`src/design/txch_defines.vh`:
```
// Functional notes
// - The transmit channel index is ten bits: low byte from the channel register, top two bits from step register bits 1:0.
// - A scan-selected channel lives in its own register and is read back and used for transmission while scan_channel_disable is 0.
// - The carrier is 76 MHz plus the channel index times 0.05 MHz.
// - The scan start index is a write-only low byte plus step register bits 3:2, at 76 MHz plus index times 0.05 MHz.
// - The scan stop index is a write-only low byte plus step register bits 5:4, at 76 MHz plus index times 0.05 MHz.
// - Scan spacing from step bits 7:6 is 50, 100 or 200 kHz; code 11 is reserved.
// - Amplifier target is 0.37 times the code plus 68 dBuV, valid from 31 to 131 dBuV.
`ifndef TXCH_DEFINES_VH
`define TXCH_DEFINES_VH
`define OFS_CHANNEL_LOW 4'h8
`define OFS_START_LOW 4'h9
`define OFS_STOP_LOW 4'ha
`define OFS_STEP_HIGH 4'hb
`define OFS_AMP_TARGET 4'hc
`define OFS_AUDIO_GAIN 4'hd
`define OFS_CONTROL 4'h0
`define RST_CHANNEL_LOW 8'ha0
`define RST_START_LOW 8'h00
`define RST_STOP_LOW 8'h80
`define RST_STEP_HIGH 8'h60
`define RST_AMP_TARGET 8'hff
`define RST_AUDIO_GAIN 8'h01
`define RST_CONTROL 8'h00
`define BIT_CHAN_HI 1:0
`define BIT_START_HI 3:2
`define BIT_STOP_HI 5:4
`define BIT_STEP 7:6
`define BIT_SOFTCLIP 7
`define BIT_GAIN_SEL 6
`define BIT_DIG_GAIN 4
`define BIT_BUF_GAIN 3:0
`define BIT_SCAN_DIS 0
`define BASE_KHZ 17'd76000
`define CHAN_KHZ 17'd50
`define STEP_50 2'b00
`define STEP_100 2'b01
`define STEP_200 2'b10
`define PA_BASE_CENTI 16'd6800
`define PA_SLOPE_CENTI 16'd37
`define PA_MIN_CENTI 16'd3100
`define PA_MAX_CENTI 16'd13100
`endif

```
`src/design/gain_select.v`:
```
`timescale 1ns/1ps
`include "txch_defines.vh"
module gain_select (
	input wire sel_in,
	input wire reg_dig_in,
	input wire [3:0] reg_buf_in,
	input wire agc_dig_in,
	input wire [3:0] agc_buf_in,
	output wire dig_out,
	output wire [3:0] buf_out
);
	assign dig_out = sel_in ? reg_dig_in : agc_dig_in;
	assign buf_out = sel_in ? reg_buf_in : agc_buf_in;
endmodule // gain_select

```
`src/design/tx_channel_scan_gain_regs.v`:
```
`timescale 1ns/1ps
`include "txch_defines.vh"
module tx_channel_scan_gain_regs (
	input wire sys_clk_in,
	input wire reset_in,
	input wire clk_en_in,
	input wire [3:0] avs_address_in,
	input wire avs_read_in,
	input wire avs_write_in,
	input wire [31:0] avs_writedata_in,
	input wire [3:0] avs_byteenable_in,
	output reg [31:0] avs_readdata_out,
	output wire avs_waitrequest_out,
	input wire scan_valid_in,
	input wire [9:0] scan_channel_in,
	input wire agc_dig_gain_in,
	input wire [3:0] agc_buf_gain_in,
	output reg [9:0] tx_channel_index_out,
	output reg [16:0] carrier_khz_out,
	output reg [9:0] scan_start_index_out,
	output reg [9:0] scan_stop_index_out,
	output reg [16:0] scan_start_khz_out,
	output reg [16:0] scan_stop_khz_out,
	output reg [7:0] scan_step_khz_out,
	output reg step_reserved_out,
	output reg [7:0] amp_target_out,
	output reg [15:0] amp_target_centi_dbuv_out,
	output reg amp_target_invalid_out,
	output reg softclip_en_out,
	output reg gain_sel_out,
	output wire dig_gain_out,
	output wire [3:0] buf_gain_out
);
	reg [7:0] chan_low_q;
	reg [7:0] start_low_q;
	reg [7:0] stop_low_q;
	reg [7:0] step_q;
	reg [7:0] amp_q;
	reg [7:0] gain_q;
	reg [7:0] ctrl_q;
	reg [9:0] scan_chan_q;
	reg ack_q;
	reg [31:0] rdata_d;
	wire req;
	wire wr_low;
	wire [9:0] user_chan;
	wire [9:0] eff_chan;
	wire [9:0] start_idx;
	wire [9:0] stop_idx;
	wire [15:0] amp_centi;

	// one wait cycle per access; answer comes the cycle after the request
	assign req = (avs_read_in | avs_write_in) & clk_en_in;
	assign avs_waitrequest_out = (avs_read_in | avs_write_in) & ~ack_q;
	assign wr_low = avs_write_in & ack_q & avs_byteenable_in[0];

	assign user_chan = {step_q[`BIT_CHAN_HI], chan_low_q};
	assign eff_chan = ctrl_q[`BIT_SCAN_DIS] ? user_chan : scan_chan_q;
	assign start_idx = {step_q[`BIT_START_HI], start_low_q};
	assign stop_idx = {step_q[`BIT_STOP_HI], stop_low_q};
	assign amp_centi = `PA_BASE_CENTI + `PA_SLOPE_CENTI * {8'h00, amp_q};

	always @(posedge sys_clk_in) begin
		if (reset_in) begin
			ack_q <= 1'b0;
		end else if (clk_en_in) begin
			ack_q <= req & ~ack_q;
		end
	end

	always @(posedge sys_clk_in) begin
		if (reset_in) begin
			chan_low_q <= `RST_CHANNEL_LOW;
			start_low_q <= `RST_START_LOW;
			stop_low_q <= `RST_STOP_LOW;
			step_q <= `RST_STEP_HIGH;
			amp_q <= `RST_AMP_TARGET;
			gain_q <= `RST_AUDIO_GAIN;
			ctrl_q <= `RST_CONTROL;
			// scan copy starts on the same channel the user copy resets to
			scan_chan_q <= {2'b00, `RST_CHANNEL_LOW};
		end else if (clk_en_in) begin
			// scan result is captured in its own register, apart from the user copy
			if (scan_valid_in) begin
				scan_chan_q <= scan_channel_in;
			end
			if (wr_low) begin
				case (avs_address_in)
				`OFS_CHANNEL_LOW: chan_low_q <= avs_writedata_in[7:0];
				`OFS_START_LOW: start_low_q <= avs_writedata_in[7:0];
				`OFS_STOP_LOW: stop_low_q <= avs_writedata_in[7:0];
				`OFS_STEP_HIGH: step_q <= avs_writedata_in[7:0];
				`OFS_AMP_TARGET: amp_q <= avs_writedata_in[7:0];
				`OFS_AUDIO_GAIN: gain_q <= {avs_writedata_in[7:6], 1'b0, avs_writedata_in[4:0]};
				`OFS_CONTROL: ctrl_q <= {7'h00, avs_writedata_in[`BIT_SCAN_DIS]};
				default: ctrl_q <= ctrl_q;
				endcase
			end
		end
	end

	// write-only fields read back as zero
	always @* begin
		rdata_d = 32'h00000000;
		case (avs_address_in)
		`OFS_CHANNEL_LOW: rdata_d = {24'h000000, eff_chan[7:0]};
		`OFS_STEP_HIGH: rdata_d = {30'h00000000, eff_chan[9:8]};
		`OFS_AUDIO_GAIN: rdata_d = {26'h0000000, 1'b0, gain_q[4:0]};
		`OFS_CONTROL: rdata_d = {24'h000000, ctrl_q};
		default: rdata_d = 32'h00000000;
		endcase
	end

	always @(posedge sys_clk_in) begin
		if (reset_in) begin
			avs_readdata_out <= 32'h00000000;
		end else if (clk_en_in & avs_read_in & ~ack_q) begin
			avs_readdata_out <= rdata_d;
		end
	end

	always @(posedge sys_clk_in) begin
		if (reset_in) begin
			tx_channel_index_out <= 10'h000;
			carrier_khz_out <= 17'h00000;
			scan_start_index_out <= 10'h000;
			scan_stop_index_out <= 10'h000;
			scan_start_khz_out <= 17'h00000;
			scan_stop_khz_out <= 17'h00000;
			scan_step_khz_out <= 8'h00;
			step_reserved_out <= 1'b0;
			amp_target_out <= 8'h00;
			amp_target_centi_dbuv_out <= 16'h0000;
			amp_target_invalid_out <= 1'b0;
			softclip_en_out <= 1'b0;
			gain_sel_out <= 1'b0;
		end else if (clk_en_in) begin
			tx_channel_index_out <= eff_chan;
			carrier_khz_out <= `BASE_KHZ + `CHAN_KHZ * {7'h00, eff_chan};
			scan_start_index_out <= start_idx;
			scan_stop_index_out <= stop_idx;
			scan_start_khz_out <= `BASE_KHZ + `CHAN_KHZ * {7'h00, start_idx};
			scan_stop_khz_out <= `BASE_KHZ + `CHAN_KHZ * {7'h00, stop_idx};
			case (step_q[`BIT_STEP])
			`STEP_50: scan_step_khz_out <= 8'h32;
			`STEP_100: scan_step_khz_out <= 8'h64;
			`STEP_200: scan_step_khz_out <= 8'hc8;
			default: scan_step_khz_out <= 8'h00;
			endcase
			// reserved spacing is flagged, never silently stepped
			step_reserved_out <= (step_q[`BIT_STEP] == 2'b11);
			amp_target_out <= amp_q;
			amp_target_centi_dbuv_out <= amp_centi;
			amp_target_invalid_out <= (amp_centi < `PA_MIN_CENTI) | (amp_centi > `PA_MAX_CENTI);
			softclip_en_out <= gain_q[`BIT_SOFTCLIP];
			gain_sel_out <= gain_q[`BIT_GAIN_SEL];
		end
	end

	gain_select u_gain_select (
		.sel_in(gain_q[`BIT_GAIN_SEL]),
		.reg_dig_in(gain_q[`BIT_DIG_GAIN]),
		.reg_buf_in(gain_q[`BIT_BUF_GAIN]),
		.agc_dig_in(agc_dig_gain_in),
		.agc_buf_in(agc_buf_gain_in),
		.dig_out(dig_gain_out),
		.buf_out(buf_gain_out)
	);
endmodule // tx_channel_scan_gain_regs

```
`config.mk`:
```
export PLATFORM = sky130hd
export DESIGN_NAME = tx_channel_scan_gain_regs
export DESIGN_NICKNAME = d
export VERILOG_FILES = /design/src/design/gain_select.v /design/src/design/tx_channel_scan_gain_regs.v
export VERILOG_INCLUDE_DIRS = /design/src /design/src/design
export SDC_FILE = /design/constraint.sdc
export NUM_CORES = 1
export LEC_CHECK = 0
export ABC_AREA = 1
export BUFFER_PORTS_ARGS = -buffer_cell sky130_fd_sc_hd__buf_2
export CORE_AREA = 2 2 150 152
export CTS_BUF_LIST = sky130_fd_sc_hd__clkbuf_2 sky130_fd_sc_hd__clkbuf_4 sky130_fd_sc_hd__clkbuf_8
export CTS_CLUSTER_DIAMETER = 30
export DETAILED_ROUTE_END_ITERATION = 6
export DIE_AREA = 0 0 152 154
export PLACE_DENSITY = 0.78
export SLEW_MARGIN = 20
export SYNTH_ARGS = -nofsm -noshare
export SYNTH_HDL_FRONTEND = slang
export SYNTH_SLANG_ARGS = --single-unit
```
`constraint.sdc`:
```
create_clock -name sys_clk_in -period 3.5 [get_ports sys_clk_in]
set_input_delay 0.175 -clock sys_clk_in [delete_from_list [all_inputs] [get_ports sys_clk_in]]
set_output_delay 0.175 -clock sys_clk_in [all_outputs]
set_load 0.02 [all_outputs]
```
# After elaboration in Yosys (flattened, before gate mapping)
# Cells that the tools add are included.
dict set report totals {
  register_bits 208
  inputBits 61
  out_inout_bits 155
}
dict set report op_classes {
  n_addsub 4
  mul 4
  n_lt_le_gt_ge 2
  n_eq_ne 9
  n_mux 5
  n_bitwise 10
  n_reduce_logical 10
}
# op count
set ops {}
lappend ops {{$add 17x16->17 const A} 3}
lappend ops {{$mul 5x10->15 const A} 3}
lappend ops {{$pmux 8 s4} 1}
lappend ops {{$eq 4x4->1 const B} 6}
lappend ops {{$pmux 8 s3} 1}
lappend ops {{$reduce_and 3->1} 7}
lappend ops {{$add 13x14->15 const A} 1}
lappend ops {{$gt 15x14->1 const B} 1}
lappend ops {{$lt 15x12->1 const B} 1}
lappend ops {{$mul 6x8->14 const A} 1}
lappend ops {{$mux 10} 1}
lappend ops {{$and 1x1->1} 7}
lappend ops {{$eq 2x2->1 const B} 2}
lappend ops {{$logic_not 4->1} 1}
lappend ops {{$mux 4} 1}
lappend ops {{$eq 2x1->1 const B} 1}
lappend ops {{$logic_not 2->1} 1}
lappend ops {{$or 1x1->1} 2}
lappend ops {{$reduce_and 2->1} 1}
lappend ops {{$mux 1} 1}
lappend ops {{$not 1->1} 1}

# Longest topological paths before layout
# Gate-level depths: netlist (run 1).
dict set report depth {
  word_depth 4
  ltp_mapped 25
  ltp_nobuf 24
}

# Modules after synthesis
# Synthesis (run 1) repeated with hierarchy kept, for this count alone.
dict set report unflattened {
  cells_unflattened 1491
  hier_area_um2 11029.3
}
# module instances cells_per_inst area_each_um2 seq_area_each_um2
set modules_own_cells {}
lappend modules_own_cells {tx_channel_scan_gain_regs 1 1475 10969.3 3323.2}
lappend modules_own_cells {gain_select 1 16 60.1 0.0}

# Worst setup path after synthesis (run 1)
# No wires, ideal clock.
dict set report synth_path {
  kind {flip-flop to flip-flop}
  startpoint {reg ctrl_q[0]}
  endpoint {reg carrier_khz_out[14]}
  arrival_ps 3253
  required_ps 3387
  slack_ps 133
  path_stages_with_launch 23
  path_buffers 1
  synth_period_minus_slack_ps 3367
  cell_sequence {dfxtp_1 inv_1 clkbuf_1 nand2_1 nand2_1 ha_1 ha_1 inv_1 fa_1 inv_1 ha_1 a21oi_1 nand2_1 nand2_1 nand2_1 inv_1 nand3_2 o21ai_2 nand2_1 nand2_1 nand2_1 nor2_1 nor2_1}
}
dict set report synth_between {
  elab_chain_cells 3
}
# item line_no
set synth_rtl {}
lappend synth_rtl {{from (decl)} tx_channel_scan_gain_regs.v:40} ;# reg [7:0] ctrl_q;
lappend synth_rtl {{from (signal assigned)} tx_channel_scan_gain_regs.v:79} ;# ctrl_q <= `RST_CONTROL;
lappend synth_rtl {{from (signal assigned)} tx_channel_scan_gain_regs.v:95} ;# `OFS_CONTROL: ctrl_q <= {7'h00, avs_writedata_in[`BIT_SCAN_DIS]};
lappend synth_rtl {{from (signal assigned)} tx_channel_scan_gain_regs.v:96} ;# default: ctrl_q <= ctrl_q;
lappend synth_rtl {{$mux 10} tx_channel_scan_gain_regs.v:58} ;# assign eff_chan = ctrl_q[`BIT_SCAN_DIS] ? user_chan : scan_chan_q;
lappend synth_rtl {{net eff_chan[4]} tx_channel_scan_gain_regs.v:47} ;# wire [9:0] eff_chan;
lappend synth_rtl {{$mul 5x10->15 (no source line)} -}
lappend synth_rtl {{$add 17x16->17 (no source line)} -}
lappend synth_rtl {{to (signal assigned)} tx_channel_scan_gain_regs.v:139} ;# carrier_khz_out <= `BASE_KHZ + `CHAN_KHZ * {7'h00, eff_chan};
lappend synth_rtl {{to (decl)} tx_channel_scan_gain_regs.v:19} ;# output reg [16:0] carrier_khz_out,
# The timed path passes the listed nets, and every way through them passes these cells.
# A chain may end at the register's enable or synchronous reset.

# Worst setup path after layout (run 1)
dict set report layout_path {
  startpoint {reg stop_low_q[3]}
  endpoint {reg scan_stop_khz_out[16]}
}
dict set report layout_between {
  elab_chain_cells 2
}
# item line_no
set layout_rtl {}
lappend layout_rtl {{from (decl)} tx_channel_scan_gain_regs.v:36} ;# reg [7:0] stop_low_q;
lappend layout_rtl {{from (signal assigned)} tx_channel_scan_gain_regs.v:75} ;# stop_low_q <= `RST_STOP_LOW;
lappend layout_rtl {{from (signal assigned)} tx_channel_scan_gain_regs.v:91} ;# `OFS_STOP_LOW: stop_low_q <= avs_writedata_in[7:0];
lappend layout_rtl {{$mul 5x10->15 (no source line)} -}
lappend layout_rtl {{$add 17x16->17 (no source line)} -}
lappend layout_rtl {{to (signal assigned)} tx_channel_scan_gain_regs.v:143} ;# scan_stop_khz_out <= `BASE_KHZ + `CHAN_KHZ * {7'h00, stop_idx};
lappend layout_rtl {{to (decl)} tx_channel_scan_gain_regs.v:23} ;# output reg [16:0] scan_stop_khz_out,
# Every way passes these cells.

==> impl_results.md, run 1 <==
* Status: complete, no violations
* Critical path peak fanout at 5
* Worst EP required at 3900 ps
* H-tree depth at 4
* Top cell type's share of synthesized area at 29.9%
* Grt ovf at 0
* Util after Layout at 58.8%
* Leakage power at 0.00699 uW
* Die ar. at 23400 um2
* Share of cells above drive strength 1 at 19.0%
* Peak Freq at 303 MHz
* Final setup violation count at 0
* Pre-antenna DRT Iters at 5
* Cell Area, Synth at 11100 um2
* Per-cell routed wire length at 14.3 um
* PD cells at 360 nW/um2
* Io pins at 216
* CTS tree: done
* Core area at 21700 um2
* Worst skew pair latency at 490 ps
* Mapped Cells at 1507
* Final-report max-slew violation count at 0
* ANT nets after route at 0
* Clock-pin slew on the worst setup and hold paths at 100 ps
* Internal power at 3020 uW
* Pin count of the biggest net entering global routing at 78
* Slew @ Worst Pin at 994 ps
* Worst VDD drop at 0.249 mV
* Routed WL at 28000 um
* DR iter-0 viols at 496
* CP Class: reg2reg
* GRT Util Overall at 23.4%
* Async SR Flop Fraction at 0%
* TritonCTS buffer count at 17
* P_sw at 1570 uW
* I/O Buffers at 159
* Initial antenna violation count at 0
* Ys Warns at 0
* HP Class: in2reg
* CP Capture Type: flop
* Slew headroom at 33.7%
* Final clock skew at 14.8 ps
* Root buf cell: clkbuf_8
* Net Sw Frac at 34.2%
* Sequential share of power at 44.6%
* CP arrival at 3700 ps
* EDFF count, synth at 0
* Period utilisation layout at 94.2%
* Critical path startpoint category: flop
* Max_cap viols at 0
* Die Height at 154 um
* #FFs+latches synth at 166
* Clk sinks at 166
* Mean post-synth cell area at 7.38 um2
* Area grow syn2layout at 14.6%
* Distinct cells, synth at 52
* Cell with the most instances after synthesis: nand2_1
* Routed via count divided by cell count at 5.14
* Biggest area consumer among synthesized cells: dfxtp_1
* Vias in the first global route at 9441
* Total number of vias at 10054
* Combinational fraction of design power at 23.7%
* Synth top area cells: dfxtp_1 30%, ha_1 16%, nand2_1 8.5%, nor2_1 7.4%, inv_1 6.7%
* Nets@finish at 1890
* Ys flop type: dfxtp_1
* Initial Util at 51.3%
* Unrepaired setup endpoints after global routing: true
* N_diodes at 0
* Hpwl dp at 20700 um
* Total power at 4580 uW
* Bufs on Longest Clock Path at 2
* Wire length of the first global-routing pass at 45100 um
* Setup_tns at 0 ps
* Final critical-path required period at 3300 ps
* Routability cong. at 0.888
* Seq/Total Area, Yosys at 29.9%
* Core Rows at 54
* Clock Power Share at 31.6%
* Hold WS at 15.1 ps
* Chip Width at 152 um
* Synth cell count leaders: 253 x nand2_1, 218 x nor2_1, 198 x inv_1
* Final hold violations at 0
* Post-route DRC at 0
## final timing paths
check                           cells after the start           startpoint                     to  slack, ps
worst min register to register                      2  avs_readdata_out[2]    avs_readdata_out[2]        470
worst min-delay path                                4    avs_address_in[3]              ctrl_q[0]         20
worst max register to register                     18        stop_low_q[3]  scan_stop_khz_out[16]        200
worst max-delay path                               18        stop_low_q[3]  scan_stop_khz_out[16]        200
## layout by cell type (no fill, tap or decap), types with 4 or more instances in the layout
cell	instances
nand3b_1	4
ha_1	138
conb_1	29
o21bai_1	4
buf_2	158
o221ai_1	6
inv_6	6
nand3_1	58
buf_4	26
nor2_1	216
nand3_2	11
dfxtp_1	160
o21ai_0	124
nand2_2	32
a21oi_1	66
fa_1	19
o21ai_1	9
o211ai_1	20
xor2_1	15
nand2_4	4
nand4_1	15
clkbuf_8	17
dfxtp_2	6
ha_4	6
a31oi_1	5
xnor2_1	4
inv_2	11
nor3_1	7
nor2_2	6
nand2_1	239
inv_1	196
dlygate4sd3_1	11
## what timing repair did
item / 4_1_cts / 5_1_grt
hold buffers: 11 / 0
endpoints found under the hold margin: 12 / 0
endpoints found under the setup margin: 0 / 15
resized for setup: 0 / 45
setup buffers: 0 / 3
## sequential cells by signal, indices dropped and copies added, names as in the netlist, 10 cells and up
signal                     count
amp_target_centi_dbuv_out     13
carrier_khz_out               13
scan_chan_q                   10
scan_start_index_out          10
scan_start_khz_out            13
scan_stop_index_out           10
scan_stop_khz_out             13
tx_channel_index_out          10
## routing by layer
| layer | global-route usage [%] | vias up | wire length [um] | share of wire [%] |
|---|---|---|---|---|
| met3 | 5.64 | 38 | 1700 | 6.1 |
| met4 | 5.96 | 0 | 422 | 1.5 |
| met5 | 0 | - | 0 | 0 |
| met1 | 29.6 | 4638 | 12400 | 44 |
| li1 | - | 5099 | - | - |
| met2 | 40.2 | 279 | 13400 | 48 |
## cell type report
class                           instances  area (um2)
Tap cell                              280         350
Clock inverter                         15         168
Fill cell                            2011        8950
Sequential cell                       166        3330
Clock buffer                           17         234
Multi-Input combinational cell       1071        6760
Inverter                              210         790
Timing Repair Buffer                  196        1110
## kinds of logic after synthesis
family | count (synthesis) | share of synthesized area (%)
xor gates and xnor gates | 22 | 1.87
other | 1 | 0.0337
and+or+nand+nor | 602 | 23.6
AOI/OAI and AO/OA | 249 | 12.5
adders and majority gates | 167 | 20.2
muxes | 2 | 0.203
DFF | 166 | 29.9
buffers and inverters | 298 | 11.7
## stage by stage
stage	cell area, um2	instances	setup slack [ps]
floorplan	11200	1535	133
global placement	12000	1909	109
detailed placement	12000	1909	31.1
CTS	12500	1952	10.8
global route	12700	1955	-54.3
finish	12700	1955	205
## power by group through the flow
stage               Clock [uW]  Combinational [uW]  Sequential [uW]
global placement             0                 979             2090
detailed placement           0                 999             2090
global route              1560                1210             2060
CTS                       1470                1010             2040
finish                    1450                1090             2050
floorplan                    0                 645             2190
## worst max-delay path: stages, from the launching register on
cell and delay (ps):
dfxtp_2 360, ha_1 300, ha_1 290, inv_1 50, fa_1 500, inv_1 60, ha_1 380, a21oi_2 210
nand2_2 80, nand2_1 60, nand2_1 110, nor2_2 180, nand2_2 60, nand2_2 70, nand2_1 60, nand2_1 80
nand3_1 160, o21ai_1 160, inv_1 40
Note: power is estimated with default switching activity, not from simulation.
==> inputs of run 2 (changes only) <==
Settings changed: PLACE_DENSITY 0.78 to 0.79.
==> impl_results.md, run 2 (synthesis gave the netlist of run 1 again) <==
* Status: complete, no violations
* Total number of vias at 10026 (-0.28%)
* Max_cap viols at 0 (unchanged)
* Sequential share of power at 44.3% (-0.3 points)
* Internal power at 3120 uW (+3.2%)
* Worst EP required at 3900 ps (about the same)
* Multi-input gate area at 6820 um2 (+0.87%)
* Final clock skew at 14.4 ps (-0.323 ps)
* Share of cells above drive strength 1 at 19.2% (+0.26 points)
* N_diodes at 0 (unchanged)
* HP Class: in2reg
* Grt ovf at 0 (unchanged)
* Bufs on Longest Clock Path at 2 (unchanged)
* Vias in the first global route at 9354 (-0.92%)
* Placed cells at 1909 (unchanged)
* Met2 routed WL at 13000 um (-3.3%)
* Critical path peak fanout at 7 (+2)
* Net Sw Frac at 32.5% (-1.7 points)
* Chip Width at 152 um (unchanged)
* Commonest cells after routing, fill and taps aside: 239 x nand2_1, 217 x nor2_1, 196 x inv_1, 160 x dfxtp_1, 158 x buf_2
* Worst skew pair latency at 470 ps (-20 ps)
* Die Height at 154 um (unchanged)
* Routed WL at 27400 um (-2.1%)
* Nets@finish at 1888 (-0.11%)
* GRT Util Overall at 23.0% (-0.41 points)
* Util after Layout at 59.1% (+0.32 points)
* Core area at 21700 um2 (unchanged)
* Final critical-path required period at 3300 ps (+0.792 ps)
* Slew headroom at 39.9% (+6.2 points)
* Core Rows at 54 (unchanged)
* H-tree depth at 4 (unchanged)
* Max stage delay on crit path at 540 ps (+40 ps)
* Final-report max-slew violation count at 0 (unchanged)
* PD cells at 360 nW/um2 (about the same)
* RR Endpoint: amp_target_invalid_out
* Unrepaired setup endpoints after global routing: true
* Initial antenna violation count at 0 (unchanged)
* DR top layer: met4
* Pre-antenna DRT Iters at 5 (unchanged)
* Worst VDD drop at 0.252 mV (+1.1%)
* TritonCTS buffer count at 17 (unchanged)
* I/O Buffers at 159 (unchanged)
* CP Launch Point: amp_q[4]
* Critical-path cell list: ha_1 -> ha_1 -> fa_1 -> fa_1 -> ha_4 -> nand2_1 -> inv_1 -> o21bai_2 -> nand3_2 -> nand2_1 -> nand2_1 -> xnor2_2 -> inv_1 -> nand2_1 -> nand3_1 -> a21oi_1
* Peak Freq at 303 MHz (about the same)
* Period utilisation layout at 94.2% (about the same)
* CTS tree: done
* Reg area at 3330 um2 (unchanged)
* Final setup violation count at 0 (unchanged)
* Initial Util at 51.3% (unchanged)
* DR iter-0 viols at 583 (+18%)
* Reg2Reg Setup Slack at 200 ps (about the same)
* Post-place instance area at 12000 um2 (about the same)
* Routed via count divided by cell count at 5.13 (-0.18%)
* Area grow syn2layout at 15.2%
* CP Capture Type: flop
* Slew @ Worst Pin at 902 ps (-92.4 ps)
* Die ar. at 23400 um2 (unchanged)
* Routed wl met3 at 1300 um (-23%)
* R2R depth at 16 (-2)
* Most common cell after layout, fill and taps aside: nand2_1
* Post-route DRC at 0 (unchanged)
* Final instance area at 12800 um2 (+0.55%)
* Hpwl dp at 20200 um (-2.1%)
* Hold endpoint: ctrl_q[0]
* Clock Power Share at 31.8% (+0.2 points)
* Slowest CP cell: fa_1
* Setup_tns at 0 ps (unchanged)
* Wire length of the first global-routing pass at 44600 um (-0.99%)
* Final hold violations at 0 (unchanged)
* Min-delay src: avs_address_in[2]
* Root buf cell: clkbuf_8
* Routability cong. at 0.921 (+3.6%)
* Top cell by count, worst path: nand2_1
* WL met1 at 12600 um (+1.1%)
* Pin count of the biggest net entering global routing at 95 (+22%)
* Final non-filler cell total at 1953 (-0.10%)
* Io pins at 216 (unchanged)
* Hold WS at 48.6 ps (+33.5 ps)
* Leakage power at 0.00700 uW (+0.13%)
* CP arrival at 3700 ps (about the same)
* Clock-pin slew on the worst setup and hold paths at 90 ps (about the same)
* Clk sinks at 166 (unchanged)
* Filler cells at 1958 (-2.6%)
* Per-cell routed wire length at 14.0 um (-2.0%)
* ANT nets after route at 0 (unchanged)
* Worst r2r src: amp_q[4]
* CP Class: reg2reg
* Hold depth at 4 (unchanged)
* Combinational fraction of design power at 23.9% (+0.2 points)
* Critical path startpoint category: flop
* P_sw at 1500 uW (-4.4%)
## run 2: cell types whose count changed in the layout (fill, tap and decap cells not counted), moves of 2 or more
cell | previous run | this run
ha_1 | 138 | 135
inv_6 | 6 | 0
a21oi_2 | 2 | 5
clkbuf_8 | 17 | 19
a21oi_1 | 66 | 63
ha_4 | 6 | 10
buf_4 | 26 | 23
clkinvlp_4 | 1 | 3
clkinv_2 | 3 | 5
## run 2: worst max-delay path, delay by kind of cell (launching register included)
kind / cells / cell delay [ps]
adder cells (fa/ha/maj): 5 / 1760
AND/OR/NAND/NOR: 6 / 470
AO/OA/AOI/OAI: 2 / 340
flip-flops: 1 / 320
XOR/XNOR: 1 / 220
buffers and inverters: 2 / 120
## run 2: stage by stage
step	setup WS, ps	power (uW)
after floorplan	133	2840
after global placement	91.0	3070
after detailed placement	29.4	3090
after CTS	12.0	4560
after global routing	-23.5	4850
final	204	4610
## run 2: routing by layer
metal | GRT usage [%] | vias up
li1 | - | 5090
met1 | 29.8 | 4636
met4 | 6.76 | 0
met3 | 4.26 | 45
met2 | 39.1 | 255
met5 | 0 | -
## run 2: worst max-delay path by stage
stage | depth (start not counted) | end | slack (ps)
finish | 16 | amp_target_invalid_out | 200
global route | 20 | carrier_khz_out[15] | -20
floorplan | 22 | carrier_khz_out[14] | 130
detailed placement | 21 | carrier_khz_out[16] | 30
global placement | 23 | carrier_khz_out[15] | 90
CTS | 21 | carrier_khz_out[16] | 10
## run 2: layout make-up
cell class / instances / share of cell area [%]
timing repair buffer: 194 / 8.62
clock buffer: 19 / 2.04
multi-input combinational: 1071 / 53.2
sequential: 166 / 26.0
tap: 280 / 2.73
inverter: 210 / 6.15
clock inverter: 13 / 1.21
## run 2: timing repair
action / 4_1_cts / 5_1_grt
buffers inserted: 0 / 1
hold endpoints to repair: 12 / 0
hold buffers: 11 / 0
setup endpoints to repair: 0 / 13
resized for setup: 0 / 52
## run 2: power groups by stage
stage	Clock, uW	Combinational (uW)	Sequential (uW)
4_1_cts	1500	1020	2040
3_5_place_dp	0	1000	2090
3_3_place_gp	0	980	2080
6_report	1470	1100	2040
5_1_grt	1570	1230	2060
2_1_floorplan	0	645	2190
